## src/logic/ttcu_consts.svh

```systemverilog
// register indices, field positions and reset values of the timer unit
`ifndef TTCU_CONSTS_SVH
`define TTCU_CONSTS_SVH
// ----------------------------------------
// register indices (byte address = 4 * index)
// ----------------------------------------
`define TTCU_IDX_AB_CTRL   8'h88
`define TTCU_IDX_AB_MODE   8'h89
`define TTCU_IDX_A_LO      8'h8A
`define TTCU_IDX_B_LO      8'h8B
`define TTCU_IDX_A_HI      8'h8C
`define TTCU_IDX_B_HI      8'h8D
`define TTCU_IDX_C_CTRL    8'hC8
`define TTCU_IDX_C_RLD_LO  8'hCA
`define TTCU_IDX_C_RLD_HI  8'hCB
`define TTCU_IDX_C_LO      8'hCC
`define TTCU_IDX_C_HI      8'hCD
// ----------------------------------------
// timers_a_b_control fields
// ----------------------------------------
`define TTCU_B_B_OVF       7
`define TTCU_B_B_RUN       6
`define TTCU_B_A_OVF       5
`define TTCU_B_A_RUN       4
// ----------------------------------------
// timers_a_b_mode fields
// ----------------------------------------
`define TTCU_B_GATE1       7
`define TTCU_B_CT1         6
`define TTCU_B_GATE0       3
`define TTCU_B_CT0         2
// ----------------------------------------
// timer_c_control fields
// ----------------------------------------
`define TTCU_B_C_OVF       7
`define TTCU_B_C_EXT       6
`define TTCU_B_RX_CLK_SEL  5
`define TTCU_B_TX_CLK_SEL  4
`define TTCU_B_C_EXT_EN    3
`define TTCU_B_C_RUN       2
`define TTCU_B_C_CNT_SEL   1
`define TTCU_B_C_CAP_SEL   0
// ----------------------------------------
// reset values
// ----------------------------------------
`define TTCU_RST_BYTE      8'h00
`endif

```

## src/logic/ttcu_pkg.sv

```systemverilog
// types shared by the timer unit
`default_nettype none
package ttcu_pkg;
  typedef enum logic [1:0] {
    TTCU_MODE13,
    TTCU_MODE16,
    TTCU_MODE8_RELOAD,
    TTCU_MODE_SPLIT
  } ttcu_ab_mode_e;
  typedef enum logic [1:0] {
    TTCU_C_OFF,
    TTCU_C_RELOAD,
    TTCU_C_CAPTURE,
    TTCU_C_BAUD
  } ttcu_c_mode_e;
endpackage
`default_nettype wire

```

## src/logic/ttcu_top.sv

```systemverilog
// three timer/counter unit with apb register access
//
// Function
// - timers a and b each have low and high bytes, separate or joined
// - mode 0 counts 13 bits: high byte plus low five bits of low byte
// - rollover from all ones sets the timer overflow flag
// - count only when run is set and gate is clear or pin high
// - setting run leaves counter bytes untouched
// - counters advance on the core clock with no prescaler, or on count pin falls when selected
// - mode 1 is mode 0 widened to the full 16 bits
// - mode 2 counts low byte, reloads it from high byte on overflow
// - timer b in mode 3 holds its count as if stopped
// - timer a mode 3: low byte own controls, high byte uses b run/flag
// - with a in mode 3, b runs unless in its own mode 3, still baud source
// - timer c mode: off, baud, capture or 16-bit reload from control bits
// - timer c reload mode: rollover sets flag and reloads from reload pair
// - reload mode with external enable: trigger fall reloads, sets external flag
// - capture mode counts 16 bits, sets overflow flag, no reload
// - capture mode with external enable: trigger fall copies counter to pair
// - trigger fall sets timer c external flag when external enable and run are set, usable as interrupt
// - baud mode never sets timer c overflow flag; external flag still works
// - any serial clock select forces timer c reload on its overflow
// - clock selects route timer c overflow to serial, else timer b
// - timer c counter select counts count pin falls, else core clock
//
// Design decision made here: the APB slave port.
`timescale 1ns/1ps
`default_nettype none
`include "ttcu_consts.svh"
module ttcu_top #(
  parameter int ADDR_W = 12
) (
  input  wire logic        sys_clk,
  input  wire logic        nrst,
  input  wire logic        psel,
  input  wire logic        penable,
  input  wire logic        pwrite,
  input  wire logic [ADDR_W-1:0] paddr,
  input  wire logic [31:0] pwdata,
  output logic      [31:0] prdata,
  output logic             pready,
  output logic             pslverr,
  input  wire logic        ext_irq_pin_a,
  input  wire logic        ext_irq_pin_b,
  input  wire logic        timer_a_count_pin,
  input  wire logic        timer_b_count_pin,
  input  wire logic        timer_c_count_pin,
  input  wire logic        timer_c_trigger_pin,
  output logic             timer_a_overflow_flag,
  output logic             timer_b_overflow_flag,
  output logic             timer_c_overflow_flag,
  output logic             timer_c_external_flag,
  output logic             serial_rx_clock_tick,
  output logic             serial_tx_clock_tick
);
  // the range check slices paddr above bit 9, so at least one such bit must exist
  if (ADDR_W < 11) begin : g_bad_addr_w
    $error("ttcu_top: ADDR_W must be at least 11");
  end

  // ----------------------------------------
  // pin synchronisers
  // ----------------------------------------
  localparam int NPIN = 6;
  logic [NPIN-1:0] pin_raw;
  logic [NPIN-1:0] pin_s1;
  logic [NPIN-1:0] pin_s2;
  logic [NPIN-1:0] pin_s3;
  logic [NPIN-1:0] pin_fall;
  assign pin_raw = {timer_c_trigger_pin, timer_c_count_pin, timer_b_count_pin,
                    timer_a_count_pin, ext_irq_pin_b, ext_irq_pin_a};
  genvar gi;
  generate
    for (gi = 0; gi < NPIN; gi++) begin : g_sync
      always_ff @(posedge sys_clk or negedge nrst) begin
        if (!nrst) begin
          pin_s1[gi] <= 1'b0;
          pin_s2[gi] <= 1'b0;
          pin_s3[gi] <= 1'b0;
        end else begin
          pin_s1[gi] <= pin_raw[gi];
          pin_s2[gi] <= pin_s1[gi];
          pin_s3[gi] <= pin_s2[gi];
        end
      end
      assign pin_fall[gi] = pin_s3[gi] & ~pin_s2[gi];
    end
  endgenerate

  // ----------------------------------------
  // registers
  // ----------------------------------------
  logic       a_ovf, timer_a_run, b_ovf, timer_b_run;
  logic [7:0] mode_ab;
  logic [7:0] a_lo, a_hi, b_lo, b_hi;
  logic [7:0] c_ctrl;
  logic [7:0] c_lo, c_hi, rld_lo, rld_hi;

  // ----------------------------------------
  // apb slave: one wait state, data from flops
  // ----------------------------------------
  logic       rdy;
  logic [7:0] idx;
  logic       idx_ok;
  logic       wr;
  logic       hit;
  logic [7:0] rd_mux;
  assign idx    = paddr[9:2];
  assign idx_ok = (paddr[ADDR_W-1:10] == '0) && (paddr[1:0] == 2'h0);
  assign pready = rdy;
  assign wr     = psel & penable & rdy & pwrite;
  assign pslverr = rdy & ~hit;

  function automatic logic wr_to(input logic w, input logic [7:0] i,
                                 input logic ok, input logic [7:0] target);
    return w & ok & (i == target);
  endfunction

  logic wr_abc, wr_abm, wr_alo, wr_ahi, wr_blo, wr_bhi;
  logic wr_cc, wr_clo, wr_chi, wr_rlo, wr_rhi;
  assign wr_abc = wr_to(wr, idx, idx_ok, `TTCU_IDX_AB_CTRL);
  assign wr_abm = wr_to(wr, idx, idx_ok, `TTCU_IDX_AB_MODE);
  assign wr_alo = wr_to(wr, idx, idx_ok, `TTCU_IDX_A_LO);
  assign wr_ahi = wr_to(wr, idx, idx_ok, `TTCU_IDX_A_HI);
  assign wr_blo = wr_to(wr, idx, idx_ok, `TTCU_IDX_B_LO);
  assign wr_bhi = wr_to(wr, idx, idx_ok, `TTCU_IDX_B_HI);
  assign wr_cc  = wr_to(wr, idx, idx_ok, `TTCU_IDX_C_CTRL);
  assign wr_clo = wr_to(wr, idx, idx_ok, `TTCU_IDX_C_LO);
  assign wr_chi = wr_to(wr, idx, idx_ok, `TTCU_IDX_C_HI);
  assign wr_rlo = wr_to(wr, idx, idx_ok, `TTCU_IDX_C_RLD_LO);
  assign wr_rhi = wr_to(wr, idx, idx_ok, `TTCU_IDX_C_RLD_HI);

  always_comb begin
    hit    = idx_ok;
    rd_mux = 8'h00;
    case (idx)
      `TTCU_IDX_AB_CTRL:  rd_mux = {b_ovf, timer_b_run, a_ovf, timer_a_run, 4'h0};
      `TTCU_IDX_AB_MODE:  rd_mux = mode_ab;
      `TTCU_IDX_A_LO:     rd_mux = a_lo;
      `TTCU_IDX_A_HI:     rd_mux = a_hi;
      `TTCU_IDX_B_LO:     rd_mux = b_lo;
      `TTCU_IDX_B_HI:     rd_mux = b_hi;
      `TTCU_IDX_C_CTRL:   rd_mux = c_ctrl;
      `TTCU_IDX_C_RLD_LO: rd_mux = rld_lo;
      `TTCU_IDX_C_RLD_HI: rd_mux = rld_hi;
      `TTCU_IDX_C_LO:     rd_mux = c_lo;
      `TTCU_IDX_C_HI:     rd_mux = c_hi;
      default:            hit = 1'b0;
    endcase
  end

  always_ff @(posedge sys_clk or negedge nrst) begin
    if (!nrst) begin
      rdy    <= 1'b0;
      prdata <= 32'h0000_0000;
    end else begin
      rdy <= psel & penable & ~rdy;
      if (psel & penable & ~rdy)
        prdata <= {24'h00_0000, hit ? rd_mux : 8'h00};
    end
  end

  // ----------------------------------------
  // timers a and b
  // ----------------------------------------
  // one step of a joined counter: {overflow, high, low}
  function automatic logic [16:0] ab_step(input ttcu_pkg::ttcu_ab_mode_e m,
                                          input logic [7:0] hi,
                                          input logic [7:0] lo,
                                          input logic inc);
    logic [12:0] c13;
    logic [15:0] c16;
    logic [16:0] r;
    c13 = {hi, lo[4:0]} + 13'h0001;
    c16 = {hi, lo} + 16'h0001;
    r   = {1'b0, hi, lo};
    if (inc) begin
      case (m)
        // upper three low bits just ride along
        ttcu_pkg::TTCU_MODE13:
          r = {({hi, lo[4:0]} == 13'h1FFF), c13[12:5], lo[7:5], c13[4:0]};
        ttcu_pkg::TTCU_MODE16:
          r = {(c16 == 16'h0000), c16};
        ttcu_pkg::TTCU_MODE8_RELOAD:
          r = (lo == 8'hFF) ? {1'b1, hi, hi} : {1'b0, hi, c16[7:0]};
        default:
          r = {(lo == 8'hFF), hi, c16[7:0]};
      endcase
    end
    return r;
  endfunction

  ttcu_pkg::ttcu_ab_mode_e a_mode, b_mode;
  logic        a_split, b_split;
  logic        a_inc, b_inc, b_run;
  logic [16:0] a_nx, b_nx;
  logic [7:0]  a_hi_hw;
  logic        ah_ovf;
  assign a_mode  = ttcu_pkg::ttcu_ab_mode_e'(mode_ab[1:0]);
  assign b_mode  = ttcu_pkg::ttcu_ab_mode_e'(mode_ab[5:4]);
  assign a_split = (a_mode == ttcu_pkg::TTCU_MODE_SPLIT);
  assign b_split = (b_mode == ttcu_pkg::TTCU_MODE_SPLIT);
  // no prescaler: a timer tick is every core clock
  assign a_inc = timer_a_run & (~mode_ab[`TTCU_B_GATE0] | pin_s2[0])
               & (mode_ab[`TTCU_B_CT0] ? pin_fall[2] : 1'b1);
  // with a split, b loses its run bit and is started by leaving mode 3
  assign b_run = ~b_split & (a_split | timer_b_run);
  assign b_inc = b_run & (~mode_ab[`TTCU_B_GATE1] | pin_s2[1])
               & (mode_ab[`TTCU_B_CT1] ? pin_fall[3] : 1'b1);
  assign a_nx    = ab_step(a_mode, a_hi, a_lo, a_inc);
  assign b_nx    = ab_step(b_mode, b_hi, b_lo, b_inc);
  assign ah_ovf  = a_split & timer_b_run & (a_hi == 8'hFF);
  assign a_hi_hw = a_split ? (timer_b_run ? a_hi + 8'h01 : a_hi) : a_nx[15:8];

  logic next_a_ovf, next_b_ovf;
  // hardware set beats software clear
  assign next_a_ovf = a_nx[16] | (wr_abc ? pwdata[`TTCU_B_A_OVF] : a_ovf);
  assign next_b_ovf = (a_split ? ah_ovf : b_nx[16])
                    | (wr_abc ? pwdata[`TTCU_B_B_OVF] : b_ovf);

  always_ff @(posedge sys_clk or negedge nrst) begin
    if (!nrst) begin
      a_ovf       <= 1'b0;
      timer_a_run <= 1'b0;
      b_ovf       <= 1'b0;
      timer_b_run <= 1'b0;
      mode_ab     <= `TTCU_RST_BYTE;
      a_lo        <= `TTCU_RST_BYTE;
      a_hi        <= `TTCU_RST_BYTE;
      b_lo        <= `TTCU_RST_BYTE;
      b_hi        <= `TTCU_RST_BYTE;
    end else begin
      a_ovf <= next_a_ovf;
      b_ovf <= next_b_ovf;
      if (wr_abc) begin
        timer_a_run <= pwdata[`TTCU_B_A_RUN];
        timer_b_run <= pwdata[`TTCU_B_B_RUN];
      end
      if (wr_abm)
        mode_ab <= pwdata[7:0];
      a_lo <= wr_alo ? pwdata[7:0] : a_nx[7:0];
      a_hi <= wr_ahi ? pwdata[7:0] : a_hi_hw;
      b_lo <= wr_blo ? pwdata[7:0] : b_nx[7:0];
      b_hi <= wr_bhi ? pwdata[7:0] : b_nx[15:8];
    end
  end

  // ----------------------------------------
  // timer c
  // ----------------------------------------
  ttcu_pkg::ttcu_c_mode_e c_mode;
  logic        baud, c_inc, c_ovf, trig, do_reload, do_cap;
  logic [15:0] c_cnt, c_rld, c_hw;
  assign baud  = c_ctrl[`TTCU_B_RX_CLK_SEL] | c_ctrl[`TTCU_B_TX_CLK_SEL];
  assign c_mode = !c_ctrl[`TTCU_B_C_RUN] ? ttcu_pkg::TTCU_C_OFF
                : baud ? ttcu_pkg::TTCU_C_BAUD
                : c_ctrl[`TTCU_B_C_CAP_SEL] ? ttcu_pkg::TTCU_C_CAPTURE
                : ttcu_pkg::TTCU_C_RELOAD;
  assign c_cnt = {c_hi, c_lo};
  assign c_rld = {rld_hi, rld_lo};
  assign c_inc = (c_mode != ttcu_pkg::TTCU_C_OFF)
               & (c_ctrl[`TTCU_B_C_CNT_SEL] ? pin_fall[4] : 1'b1);
  assign c_ovf = c_inc & (c_cnt == 16'hFFFF);
  assign trig  = (c_mode != ttcu_pkg::TTCU_C_OFF)
               & c_ctrl[`TTCU_B_C_EXT_EN] & pin_fall[5];
  // serial clocking suppresses trigger reload and capture
  assign do_reload = (c_ovf & (c_mode != ttcu_pkg::TTCU_C_CAPTURE))
                   | (trig & (c_mode == ttcu_pkg::TTCU_C_RELOAD));
  assign do_cap = trig & (c_mode == ttcu_pkg::TTCU_C_CAPTURE);
  assign c_hw   = do_reload ? c_rld : (c_cnt + {15'h0000, c_inc});

  logic next_c_ovf, next_c_ext;
  assign next_c_ovf = (c_ovf & (c_mode != ttcu_pkg::TTCU_C_BAUD))
                    | (wr_cc ? pwdata[`TTCU_B_C_OVF] : c_ctrl[`TTCU_B_C_OVF]);
  assign next_c_ext = trig | (wr_cc ? pwdata[`TTCU_B_C_EXT] : c_ctrl[`TTCU_B_C_EXT]);

  always_ff @(posedge sys_clk or negedge nrst) begin
    if (!nrst) begin
      c_ctrl <= `TTCU_RST_BYTE;
      c_lo   <= `TTCU_RST_BYTE;
      c_hi   <= `TTCU_RST_BYTE;
      rld_lo <= `TTCU_RST_BYTE;
      rld_hi <= `TTCU_RST_BYTE;
    end else begin
      c_ctrl <= {next_c_ovf, next_c_ext, wr_cc ? pwdata[5:0] : c_ctrl[5:0]};
      c_lo   <= wr_clo ? pwdata[7:0] : c_hw[7:0];
      c_hi   <= wr_chi ? pwdata[7:0] : c_hw[15:8];
      rld_lo <= wr_rlo ? pwdata[7:0] : (do_cap ? c_lo : rld_lo);
      rld_hi <= wr_rhi ? pwdata[7:0] : (do_cap ? c_hi : rld_hi);
    end
  end

  // ----------------------------------------
  // serial clock ticks and flag outputs
  // ----------------------------------------
  always_ff @(posedge sys_clk or negedge nrst) begin
    if (!nrst) begin
      serial_rx_clock_tick <= 1'b0;
      serial_tx_clock_tick <= 1'b0;
    end else begin
      serial_rx_clock_tick <= c_ctrl[`TTCU_B_RX_CLK_SEL] ? c_ovf : b_nx[16];
      serial_tx_clock_tick <= c_ctrl[`TTCU_B_TX_CLK_SEL] ? c_ovf : b_nx[16];
    end
  end
  assign timer_a_overflow_flag = a_ovf;
  assign timer_b_overflow_flag = b_ovf;
  assign timer_c_overflow_flag = c_ctrl[`TTCU_B_C_OVF];
  assign timer_c_external_flag = c_ctrl[`TTCU_B_C_EXT];

  // ----------------------------------------
  // checks
  // ----------------------------------------
  logic [15:0] a_cnt16;
  assign a_cnt16 = {a_hi, a_lo};
endmodule
`default_nettype wire

```

## config.mk

```make
export PLATFORM = sky130hd
export DESIGN_NAME = ttcu_top
export DESIGN_NICKNAME = d
export VERILOG_FILES = /design/src/logic/ttcu_pkg.sv /design/src/logic/ttcu_top.sv
export VERILOG_INCLUDE_DIRS = /design/src /design/src/logic
export SDC_FILE = /design/constraint.sdc
export NUM_CORES = 1
export LEC_CHECK = 0
export BUFFER_PORTS_ARGS = -buffer_cell sky130_fd_sc_hd__buf_4
export CORE_MARGIN = 4
export CORE_UTILIZATION = 59
export CTS_BUF_LIST = sky130_fd_sc_hd__clkbuf_16
export CTS_CLUSTER_SIZE = 10
export DETAILED_ROUTE_END_ITERATION = 8
export PLACE_DENSITY = 0.81
export SLEW_MARGIN = 0
export SYNTH_ARGS = -nofsm -noshare
export SYNTH_HDL_FRONTEND = slang
export SYNTH_SLANG_ARGS = --single-unit
```

## constraint.sdc

```tcl
create_clock -name sys_clk -period 2.9 [get_ports sys_clk]
set_input_delay 0.29 -clock sys_clk [delete_from_list [all_inputs] [get_ports sys_clk]]
set_output_delay 0.29 -clock sys_clk [all_outputs]
set_load 0.02 [all_outputs]
```

Yosys cells after proc, flatten, opt, wreduce, memory -nomap -nowiden
Index checks and enable logic that the tools add are counted.
- register bits: 111
- bits of input ports: 55
- output and inout port bits: 40
- word-level logic and storage cells: 185
- add/subtract/negate cells: 6
- equality and inequality tests: 32
- muxes and demuxes: 35
- bitwise gates (word level): 54
- reductions and logical operators: 21
- operators with widths (operator ; number):
    $eq A8 B8 Y1 const B ; 14
    $mux W8 ; 13
    $pmux W17 S3 ; 2
    $pmux W8 S11 ; 1
    $mux W17 ; 4
    $and A1 B1 Y1 ; 36
    $add A16 B1 Y16 const B ; 2
    $logic_not A16 Y1 ; 2
    $add A13 B1 Y13 const B ; 2
    $eq A13 B13 Y1 const B ; 2
    $add A16 B1 Y16 ; 1
    $eq A16 B16 Y1 const B ; 1
    $mux W16 ; 1
    $reduce_bool A2 Y1 ; 6
    $mux W1 ; 11
    $reduce_or A11 Y1 ; 1
    $eq A2 B2 Y1 const B ; 5
    $ne A2 B2 Y1 const B ; 5
    $not A1 Y1 ; 9
    $or A1 B1 Y1 ; 9
    $add A8 B1 Y8 const B ; 1
    $logic_not A2 Y1 ; 4
    $eq A2 B1 Y1 const B ; 3
    $mux W2 ; 3
    other kinds (7) ; 10

Depth between registers and ports, before layout
Gate-level depths: netlist of run 1.
- depth after elaboration: 10
- gate-level depth with buffers: 10
- gate-level depth less buffers: 10

Least setup slack after synthesis of run 1
Ideal clock, no wire load.
- kind: flip-flop to flip-flop
- start point: register b_lo[0]
- end point: register b_ovf, in the netlist timer_b_overflow_flag
- library setup time: 80 ps
- arrival time: 2254 ps
- data required time: 2820 ps
- path slack: 566 ps
- stages on the path, launching flop included: 9
- path buffers: 1
- clock period less this slack: 2334 ps
- cell sequence: dfrtp_1 -> ha_1 -> and4_1 -> buf_6 -> nand2_4 -> or4_4 -> a2111oi_4 -> a41oi_2 -> o211ai_2
- cells in the longest elaborated chain, start to end: 6
- elaborated cells between the ends (all ways): 9
- classes of those cells: add/sub (1); eq/ne (2); mux (4); bitwise (1); reduce/logical (1)
- RTL lines (element ; RTL line ; source):
    from (decl) ; ttcu_top.sv:95 ; logic [7:0] a_lo, a_hi, b_lo, b_hi;
    from (signal assigned) ; ttcu_top.sv:230 ; b_lo <= `TTCU_RST_BYTE;
    from (signal assigned) ; ttcu_top.sv:243 ; b_lo <= wr_blo ? pwdata[7:0] : b_nx[7:0];
    $add A16 B1 Y16 or $eq A8 B8 Y1 (tied branches) ; ttcu_top.sv:175, ttcu_top.sv:185, ttcu_top.sv:187 ;
    $logic_not A16 Y1 or $mux W17 (tied branches) ; ttcu_top.sv:183, ttcu_top.sv:185 ;
    $pmux W17 S3 (*) ; ttcu_top.sv:178 ; case (m)
    $mux W17 (*) ; ttcu_top.sv:177 ; if (inc) begin
    $mux W1 (*) ; ttcu_top.sv:218 ; assign next_b_ovf = (a_split ? ah_ovf : b_nx[16])
    $or A1 B1 Y1 (*) ; ttcu_top.sv:218 ;
    net next_b_ovf ; ttcu_top.sv:215 ; logic next_a_ovf, next_b_ovf;
    to (signal assigned) ; ttcu_top.sv:234 ; b_ovf <= next_b_ovf;
    to (decl) ; ttcu_top.sv:93 ; logic a_ovf, timer_a_run, b_ovf, timer_b_run;
Mark *: on every way through the listed nets, which the timed path passes. The rest lies on a longest branch. The select of a mux whose other input is x is not followed.
A chain may end at the register's enable or synchronous reset.

Worst setup path after layout of run 1
- start point: register pin_s2[4]
- end point: register c_hi[6]
- cells in the longest elaborated chain, start to end: 9
- elaborated cells between the ends (all ways): 10
- classes of those cells: add/sub (1); mux (3); bitwise (6)
- RTL lines (element ; RTL line ; source):
    from (decl) ; ttcu_top.sv:67 ; logic [NPIN-1:0] pin_s2;
    from (signal, indexed assignment) ; ttcu_top.sv:82 ; pin_s2[gi] <= pin_s1[gi];
    $not A1 Y1 (*) ; ttcu_top.sv:86 ; assign pin_fall[gi] = pin_s3[gi] & ~pin_s2[gi];
    $and A1 B1 Y1 (*) ; ttcu_top.sv:86 ;
    $mux W1 (*) ; ttcu_top.sv:262 ; & (c_ctrl[`TTCU_B_C_CNT_SEL] ? pin_fall[4] : 1'b1);
    $and A1 B1 Y1 (*) ; ttcu_top.sv:261 ; assign c_inc = (c_mode != ttcu_pkg::TTCU_C_OFF)
    branches (longest 3 deep; another with $add A16 B1 Y16) ; -- ;
    $mux W16 (*) ; ttcu_top.sv:270 ; assign c_hw = do_reload ? c_rld : (c_cnt + {15'h0000, c_inc});
    $mux W8 (*) ; ttcu_top.sv:287 ; c_hi <= wr_chi ? pwdata[7:0] : c_hw[15:8];
    to (signal assigned) ; ttcu_top.sv:281 ; c_hi <= `TTCU_RST_BYTE;
    to (signal assigned) ; ttcu_top.sv:287 ;
    to (decl) ; ttcu_top.sv:97 ; logic [7:0] c_lo, c_hi, rld_lo, rld_hi;
Every way passes the cells marked *.

==> results.md, run 1 <==
- Outcome: complete, no violations
- Via Count: 6,664
- Crit path required time: 3.14 ns
- WL/cell: 20.44 um
- Min cycle time layout: 2.679 ns
- Setup TNS: 0 ns
- Crit path DAT: 2.92 ns
- Number of synthesized flops with an enable pin: 0
- Synth unique cells: 68
- Crit. End Element: flip-flop
- Slew HR: 39.44%
- Slew @ Worst Pin: 0.9065 ns
- Core area: 12,010 um^2
- CTS Buffer Depth: 2
- Clock skew: 0.009267 ns
- Power consumption: 3327 uW
- First-pass GRT wire length: 32.91 mm
- Post-DP HPWL: 14.50 mm
- CTS tree: built
- Chip Width: 118.7 um
- Worst ir drop on vdd: 317.0 uV
- Max Clk Rate: 373.3 MHz
- Share of cells above drive strength 1: 13.83%
- Detail Route Antenna Nets: 0
- Final nets: 910
- YS warnings: 0
- Num ports: 95
- Synth Area in Simple Gates: 19.60%
- Clock Latency Late Sink: 0.36 ns
- XOR/XNOR Fraction of Synth Area: 4.358%
- RSZ-0062 raised after global routing: false
- Vias in the first global route: 6,255
- Synth cell count leaders: nand2_1 (117), dfrtp_1 (111), o21ai_0 (87)
- Final Hold Viols: 0
- Top cells by area, synth: dfrtp_1 (38%), mux2i_1 (7.5%), nand2_1 (6.1%)
- P_leak: 0.003241 uW
- Top FF cell, synth: dfrtp_1
- Worst-path fanout max: 3
- Clock transition at the registers of the reported paths: 0.08 ns
- Post-synthesis compound-gate area fraction: 19.06%
- Worst Setup Path Type: reg2reg
- Die height: 118.7 um
- Min-delay worst type: in2reg
- Routed WL: 20.44 mm
- Routability cong.: 1.014
- Final Max Tran Viols: 0
- Grt total ovfl: 0
- ANT cells: 0
- Tcrit/Tclk final: 92.37%
- Largest net degree at the start of global routing: 71
- Starting density of the core: 60.23%
- Final Instance Count excl. Fillers: 1,000
- Post-Syn Area per Cell: 8.812 um^2
- H-tree Lvls: 3
- Hold depth: 1
- CTS Buf Count: 9
- Mux contribution to synthesized area: 9.806%
- DRC viols: 0
- Startpoint Class: flip-flop
- Pwr/cell area: 423.7 nW/um^2
- Ys async rst share: 100.0%
- Post-synthesis adder-cell area fraction: 1.211%
- CTS root buffer: clkbuf_16
- Drt first pass iters: 8
- TritonCTS Sinks: 111
- IO Port Bufs: 46
- Initial drt markers: 878
- Row count: 40
- Yosys top cell by area: dfrtp_1
- Mapped Area: 7234 um^2
- Main combinational cell family by area after synthesis: simple AND/OR/NAND/NOR gates
- Post-Syn Instances: 821
- Die ar.: 14,100 um^2
- Cell total after placement: 983
- Finish-stage setup viols: 0
- Reg2Reg Depth: 10
- Max-cap violations: 0
- Most common cell in the netlist: nand2_1
- Initial antenna violation count: 0
- Seq cells post-synth: 111
- Seq/Total Area, Yosys: 38.40%
- Yosys top cell area share: 38.40%
- Via/cell ratio: 6.664
- Total GRT Usage: 29.30%
- Post-CTS Setup Inserts: 0
- Synth-to-Final Area Change: 8.526%
-- cell families after synthesis --
family | Yosys count
AO/OA/AOI/OAI | 208
multiplexers | 69
XOR/XNOR | 36
flip-flops | 111
adder cells (fa/ha/maj) | 7
buffers and inverters | 93
other | 1
AND/OR/NAND/NOR | 296
-- per-layer routing --
metal  part of all wire, %  GRT usage [%]  up-vias
met5                     0              0        -
met4                   3.0          11.95        0
met3                    10          3.923       60
met2                    45          45.08      458
met1                    42          41.86     3171
li1                      -              -     2975
-- area by class of cell --
cell class	instances	area (um^2)
inverters	12	45.04
flip-flops and latches	111	2778
fillers	1001	4160
multi-input cells	640	4000
repair buffers	74	570.5
clock buffers	9	225.2
clock inverters	7	48.80
well taps	147	183.9
-- state kept, by name, indices dropped and copies added, names as in the netlist, 4 cells and up --
| name | cells |
|---|---|
| prdata | 8 |
| pin_s3 | 4 |
| rld_lo | 8 |
| a_lo | 8 |
| mode_ab | 8 |
| c_lo | 8 |
| b_lo | 8 |
| b_hi | 8 |
| rld_hi | 8 |
| c_hi | 8 |
| c_ctrl | 8 |
| a_hi | 8 |
| pin_s1 | 6 |
| pin_s2 | 6 |
-- worst max-delay path, stage by stage (launching register included) --
cell and delay, ns:
dfrtp_1 0.39, nand2b_1 0.15, a21boi_0 0.31, ha_1 0.26, ha_1 0.19, nand3_1 0.14
nor4_1 0.55, nand3_1 0.21, xnor2_1 0.16, mux2i_1 0.12, o21ai_0 0.08
-- worst paths after layout --
kind / start / end / slack (ns)
setup / recovery: pin_s2[4]$_DFF_PN0_ / c_hi[6]$_DFF_PN0_ / 0.22
max in group asynchronous: nrst / pin_s3[4]$_DFF_PN0_ / 1.68
setup reg to reg: pin_s2[4]$_DFF_PN0_ / c_hi[6]$_DFF_PN0_ / 0.22
min in group asynchronous: nrst / b_hi[7]$_DFFE_PN0P_ / 0.47
hold / removal: ext_irq_pin_a / pin_s1[0]$_DFF_PN0_ / 0.04
hold reg to reg: pin_s1[0]$_DFF_PN0_ / pin_s2[0]$_DFF_PN0_ / 0.35
-- power breakdown --
part / internal, uW / switching [uW]
combinational: 169 / 271
clock: 585 / 583
sequential: 1610 / 113
-- per-stage QoR --
step	util [%]	setup slack [ns]	hold WS, ns	cell area, um^2
2_1_floorplan	-	0.5657	-0.005591	7321
3_3_place_gp	63.00	0.3349	0.3089	7567
3_5_place_dp	63.00	0.2678	0.3196	7567
4_1_cts	65.36	0.2338	0.02540	7851
5_1_grt	65.36	0.03370	0.02413	7851
6_report	65.36	0.2213	0.03755	7851
-- layout by cell type, fill, tap and decap left out, types with 3 or more instances in the layout --
cell / instances
a21oi_1: 29
mux2_2: 15
nor2_1: 54
a211o_1: 4
nand4_1: 14
a222oi_1: 9
conb_1: 24
xor2_1: 10
nor2b_1: 12
and4_1: 5
dfrtp_1: 111
nand3_1: 21
a22o_1: 6
buf_4: 72
and3_1: 21
nand2b_1: 7
a22oi_1: 12
a31oi_1: 6
o22ai_1: 5
a211oi_1: 6
o21ai_0: 87
o31ai_1: 7
xnor2_1: 26
nor4_1: 8
o221ai_1: 3
nand2_1: 117
nor3_1: 18
inv_1: 13
mux2i_1: 54
a21boi_0: 5
o2111ai_1: 3
and2_1: 5
ha_1: 7
clkbuf_16: 9
-- repair_timing --
action / CTS / global route
hold endpoints to repair: 41 / 0
hold buffers: 1 / 0
setup endpoints to repair: 0 / 0
resized for setup: 0 / 0
No activity file was read; power rests on OpenSTA's default activity.
==> run 2, diff against run 1 <==
--- a/config.mk
+++ b/config.mk
@@ -12,6 +12,7 @@
 export CTS_BUF_LIST = sky130_fd_sc_hd__clkbuf_16
 export CTS_CLUSTER_SIZE = 10
 export DETAILED_ROUTE_END_ITERATION = 8
+export GPL_TIMING_DRIVEN = 0
 export PLACE_DENSITY = 0.81
 export SLEW_MARGIN = 0
 export SYNTH_ARGS = -nofsm -noshare
==> run 2 against run 1 <==
Net effect:
- critical endpoint is now timer_b_overflow_flag$_DFF_PN0_
- register-to-register slack worse by 0.11 ns
- design area increased by 3.8%
- largest cell class unchanged
- sequential cell count stayed put
- worst setup slack lost 0.11 ns
- clock power rose by 7%
- clock skew up 0.00087 ns
- maximum frequency is 3.9% lower
==> results.md, run 2 (synthesized netlist as in run 1, its figures left out) <==
- CTS root buffer: clkbuf_16
- Min cycle time layout: 2.787 ns (+0.1083 ns)
- Total GRT Usage: 29.44% (+0.15 points)
- Vias in the first global route: 6,140 (-1.8%)
- WL/cell: 19.54 um (-4.4%)
- Setup TNS: 0 ns (unchanged)
- Die ar.: 14,100 um^2 (unchanged)
- Final Core Density: 67.88% (+2.5 points)
- Worst-path fanout max: 10 (+7)
- Detail Route Antenna Nets: 0 (unchanged)
- Core area: 12,010 um^2 (unchanged)
- Final Hold Viols: 0 (unchanged)
- Crit path required time: 3.19 ns (+0.05 ns)
- CP top delay family: compound AO/OA/AOI/OAI gates
- Slew @ Worst Pin: 1.191 ns (+0.2849 ns)
- Max stage delay on crit path: 0.53 ns (-0.02 ns)
- Initial drt markers: 782 (-11%)
- DRC viols: 0 (unchanged)
- Worst Setup Path Type: reg2reg
- Worst R2R End: timer_b_overflow_flag$_DFF_PN0_
- Worst ir drop on vdd: 350.2 uV (+10%)
- Grt total ovfl: 0 (unchanged)
- Commonest non-fill, non-tap cell in the layout: nand2_1
- Chip Width: 118.7 um (unchanged)
- Routability cong.: 1.020 (+0.55%)
- Clock transition at the registers of the reported paths: 0.08 ns (about the same)
- Row count: 40 (unchanged)
- Max Clk Rate: 358.8 MHz (-3.9%)
- Clock skew: 0.01014 ns (+0.0008722 ns)
- Final nets: 961 (+5.6%)
- Synth-to-Final Area Change: 12.69%
- Via/cell ratio: 6.367 (-4.5%)
- Crit path DAT: 3.08 ns (+0.16 ns)
- Min-delay worst type: in2reg
- Tcrit/Tclk final: 96.10% (+3.7 points)
- Routed WL: 20.54 mm (+0.49%)
- Max-cap violations: 0 (unchanged)
- Num ports: 95 (unchanged)
- Initial antenna violation count: 0 (unchanged)
- TritonCTS Sinks: 111 (unchanged)
- Reg2Reg Depth: 8 (-2)
- Critical-path top delay cell: dfrtp_1
- Starting density of the core: 60.23% (unchanged)
- ANT cells: 0 (unchanged)
- WHS Endpoint: pin_s1[5]$_DFF_PN0_
- Hold depth: 1 (unchanged)
- First-pass GRT wire length: 32.77 mm (-0.44%)
- Crit. End Element: flip-flop
- Drt first pass iters: 6 (-2)
- Die height: 118.7 um (unchanged)
- CP bufs+invs: 1 (+1)
- P_leak: 0.003377 uW (+4.2%)
- Via Count: 6,692 (+0.42%)
- Clock Latency Late Sink: 0.37 ns (about the same)
- CTS Buf Count: 9 (unchanged)
- Post-CTS Setup Inserts: 0 (unchanged)
- Power consumption: 3432 uW (+3.2%)
- Reg2reg start: b_lo[1]$_DFFE_PN0P_
- Startpoint Class: flip-flop
- RSZ-0062 raised after global routing: false
- Most frequent cells in the layout: nand2_1 (117), dfrtp_1 (111), o21ai_0 (87), buf_4 (70)
- Critical-path cell list: ha_1, and4_1, buf_6, nand2_4, or4_4, a2111oi_4, a41oi_2, o211ai_2
- IO Port Bufs: 42 (-8.7%)
- Worst hold start: timer_c_trigger_pin
- Outcome: complete, no violations
- Share of cells above drive strength 1: 14.60% (+0.77 points)
- H-tree Lvls: 3 (unchanged)
- Post-DP HPWL: 14.65 mm (+1.1%)
- Final Max Tran Viols: 0 (unchanged)
- CTS Buffer Depth: 2 (unchanged)
- Finish-stage setup viols: 0 (unchanged)
- CTS tree: built
- Slack of the worst reg-to-reg path: 0.11 ns (-0.11 ns)
- Slew HR: 20.10% (-19 points)
- Pwr/cell area: 421.0 nW/um^2 (-0.64%)
- Largest net degree at the start of global routing: 112 (+58%)
[run 2: final cells by class]
class	count	area [um^2]
fill	1023	3859
buffer	81	499.2
sequential	111	2778
clock buffer	9	225.2
timing repair buffer	44	356.6
tap	147	183.9
multi-input combinational	640	3999
inverter	12	45.04
clock inverter	7	66.31
[run 2: worst max path at each step]
stage	startpoint	endpoint	slack (ns)	cells after the start
after CTS	b_lo[0]$_DFFE_PN0P_	timer_b_overflow_flag$_DFF_PN0_	0.17	8
after global routing	b_lo[0]$_DFFE_PN0P_	serial_rx_clock_tick$_DFF_PN0_	0.04	8
after global placement	paddr[7]	a_lo[3]$_DFFE_PN0P_	0.07	6
after floorplan	b_lo[0]$_DFFE_PN0P_	timer_b_overflow_flag$_DFF_PN0_	0.57	8
after detailed placement	paddr[7]	a_lo[7]$_DFFE_PN0P_	0.04	7
final	b_lo[1]$_DFFE_PN0P_	timer_b_overflow_flag$_DFF_PN0_	0.11	8
[run 2: power by group]
part | internal (uW) | total [uW] | switching, uW
registers | 1600 | 1680 | 74.2
logic | 193 | 508 | 315
clock network | 602 | 1250 | 643
total | 2400 | 3430 | 1030
[run 2: per-stage QoR]
stage | setup WS, ns | hold WS (ns) | area (um^2) | instances
after global placement | 0.07047 | 0.3316 | 7820 | 1033
after floorplan | 0.5657 | -0.005591 | 7321 | 844
after global routing | 0.03920 | 0.01367 | 8153 | 1051
final | 0.1130 | 0.02419 | 8153 | 1051
after CTS | 0.1723 | 0.01757 | 8112 | 1049
after detailed placement | 0.03839 | 0.3370 | 7820 | 1033
[run 2: layer usage]
| layer | wire, um | share of wire (%) | vias up | track usage [%] |
|---|---|---|---|---|
| met2 | 8822 | 43 | 400 | 43.09 |
| met4 | 760 | 3.7 | 0 | 12.45 |
| met5 | 0 | 0 | - | 0 |
| met3 | 2077 | 10 | 57 | 6.938 |
| met1 | 8881 | 43 | 3141 | 41.87 |
| li1 | - | - | 3094 | - |
[run 2: what timing repair did]
item | in CTS | in global routing
hold buffers | 0 | 1
gates resized for setup | 0 | 0
endpoints found under the hold margin | 0 | 51
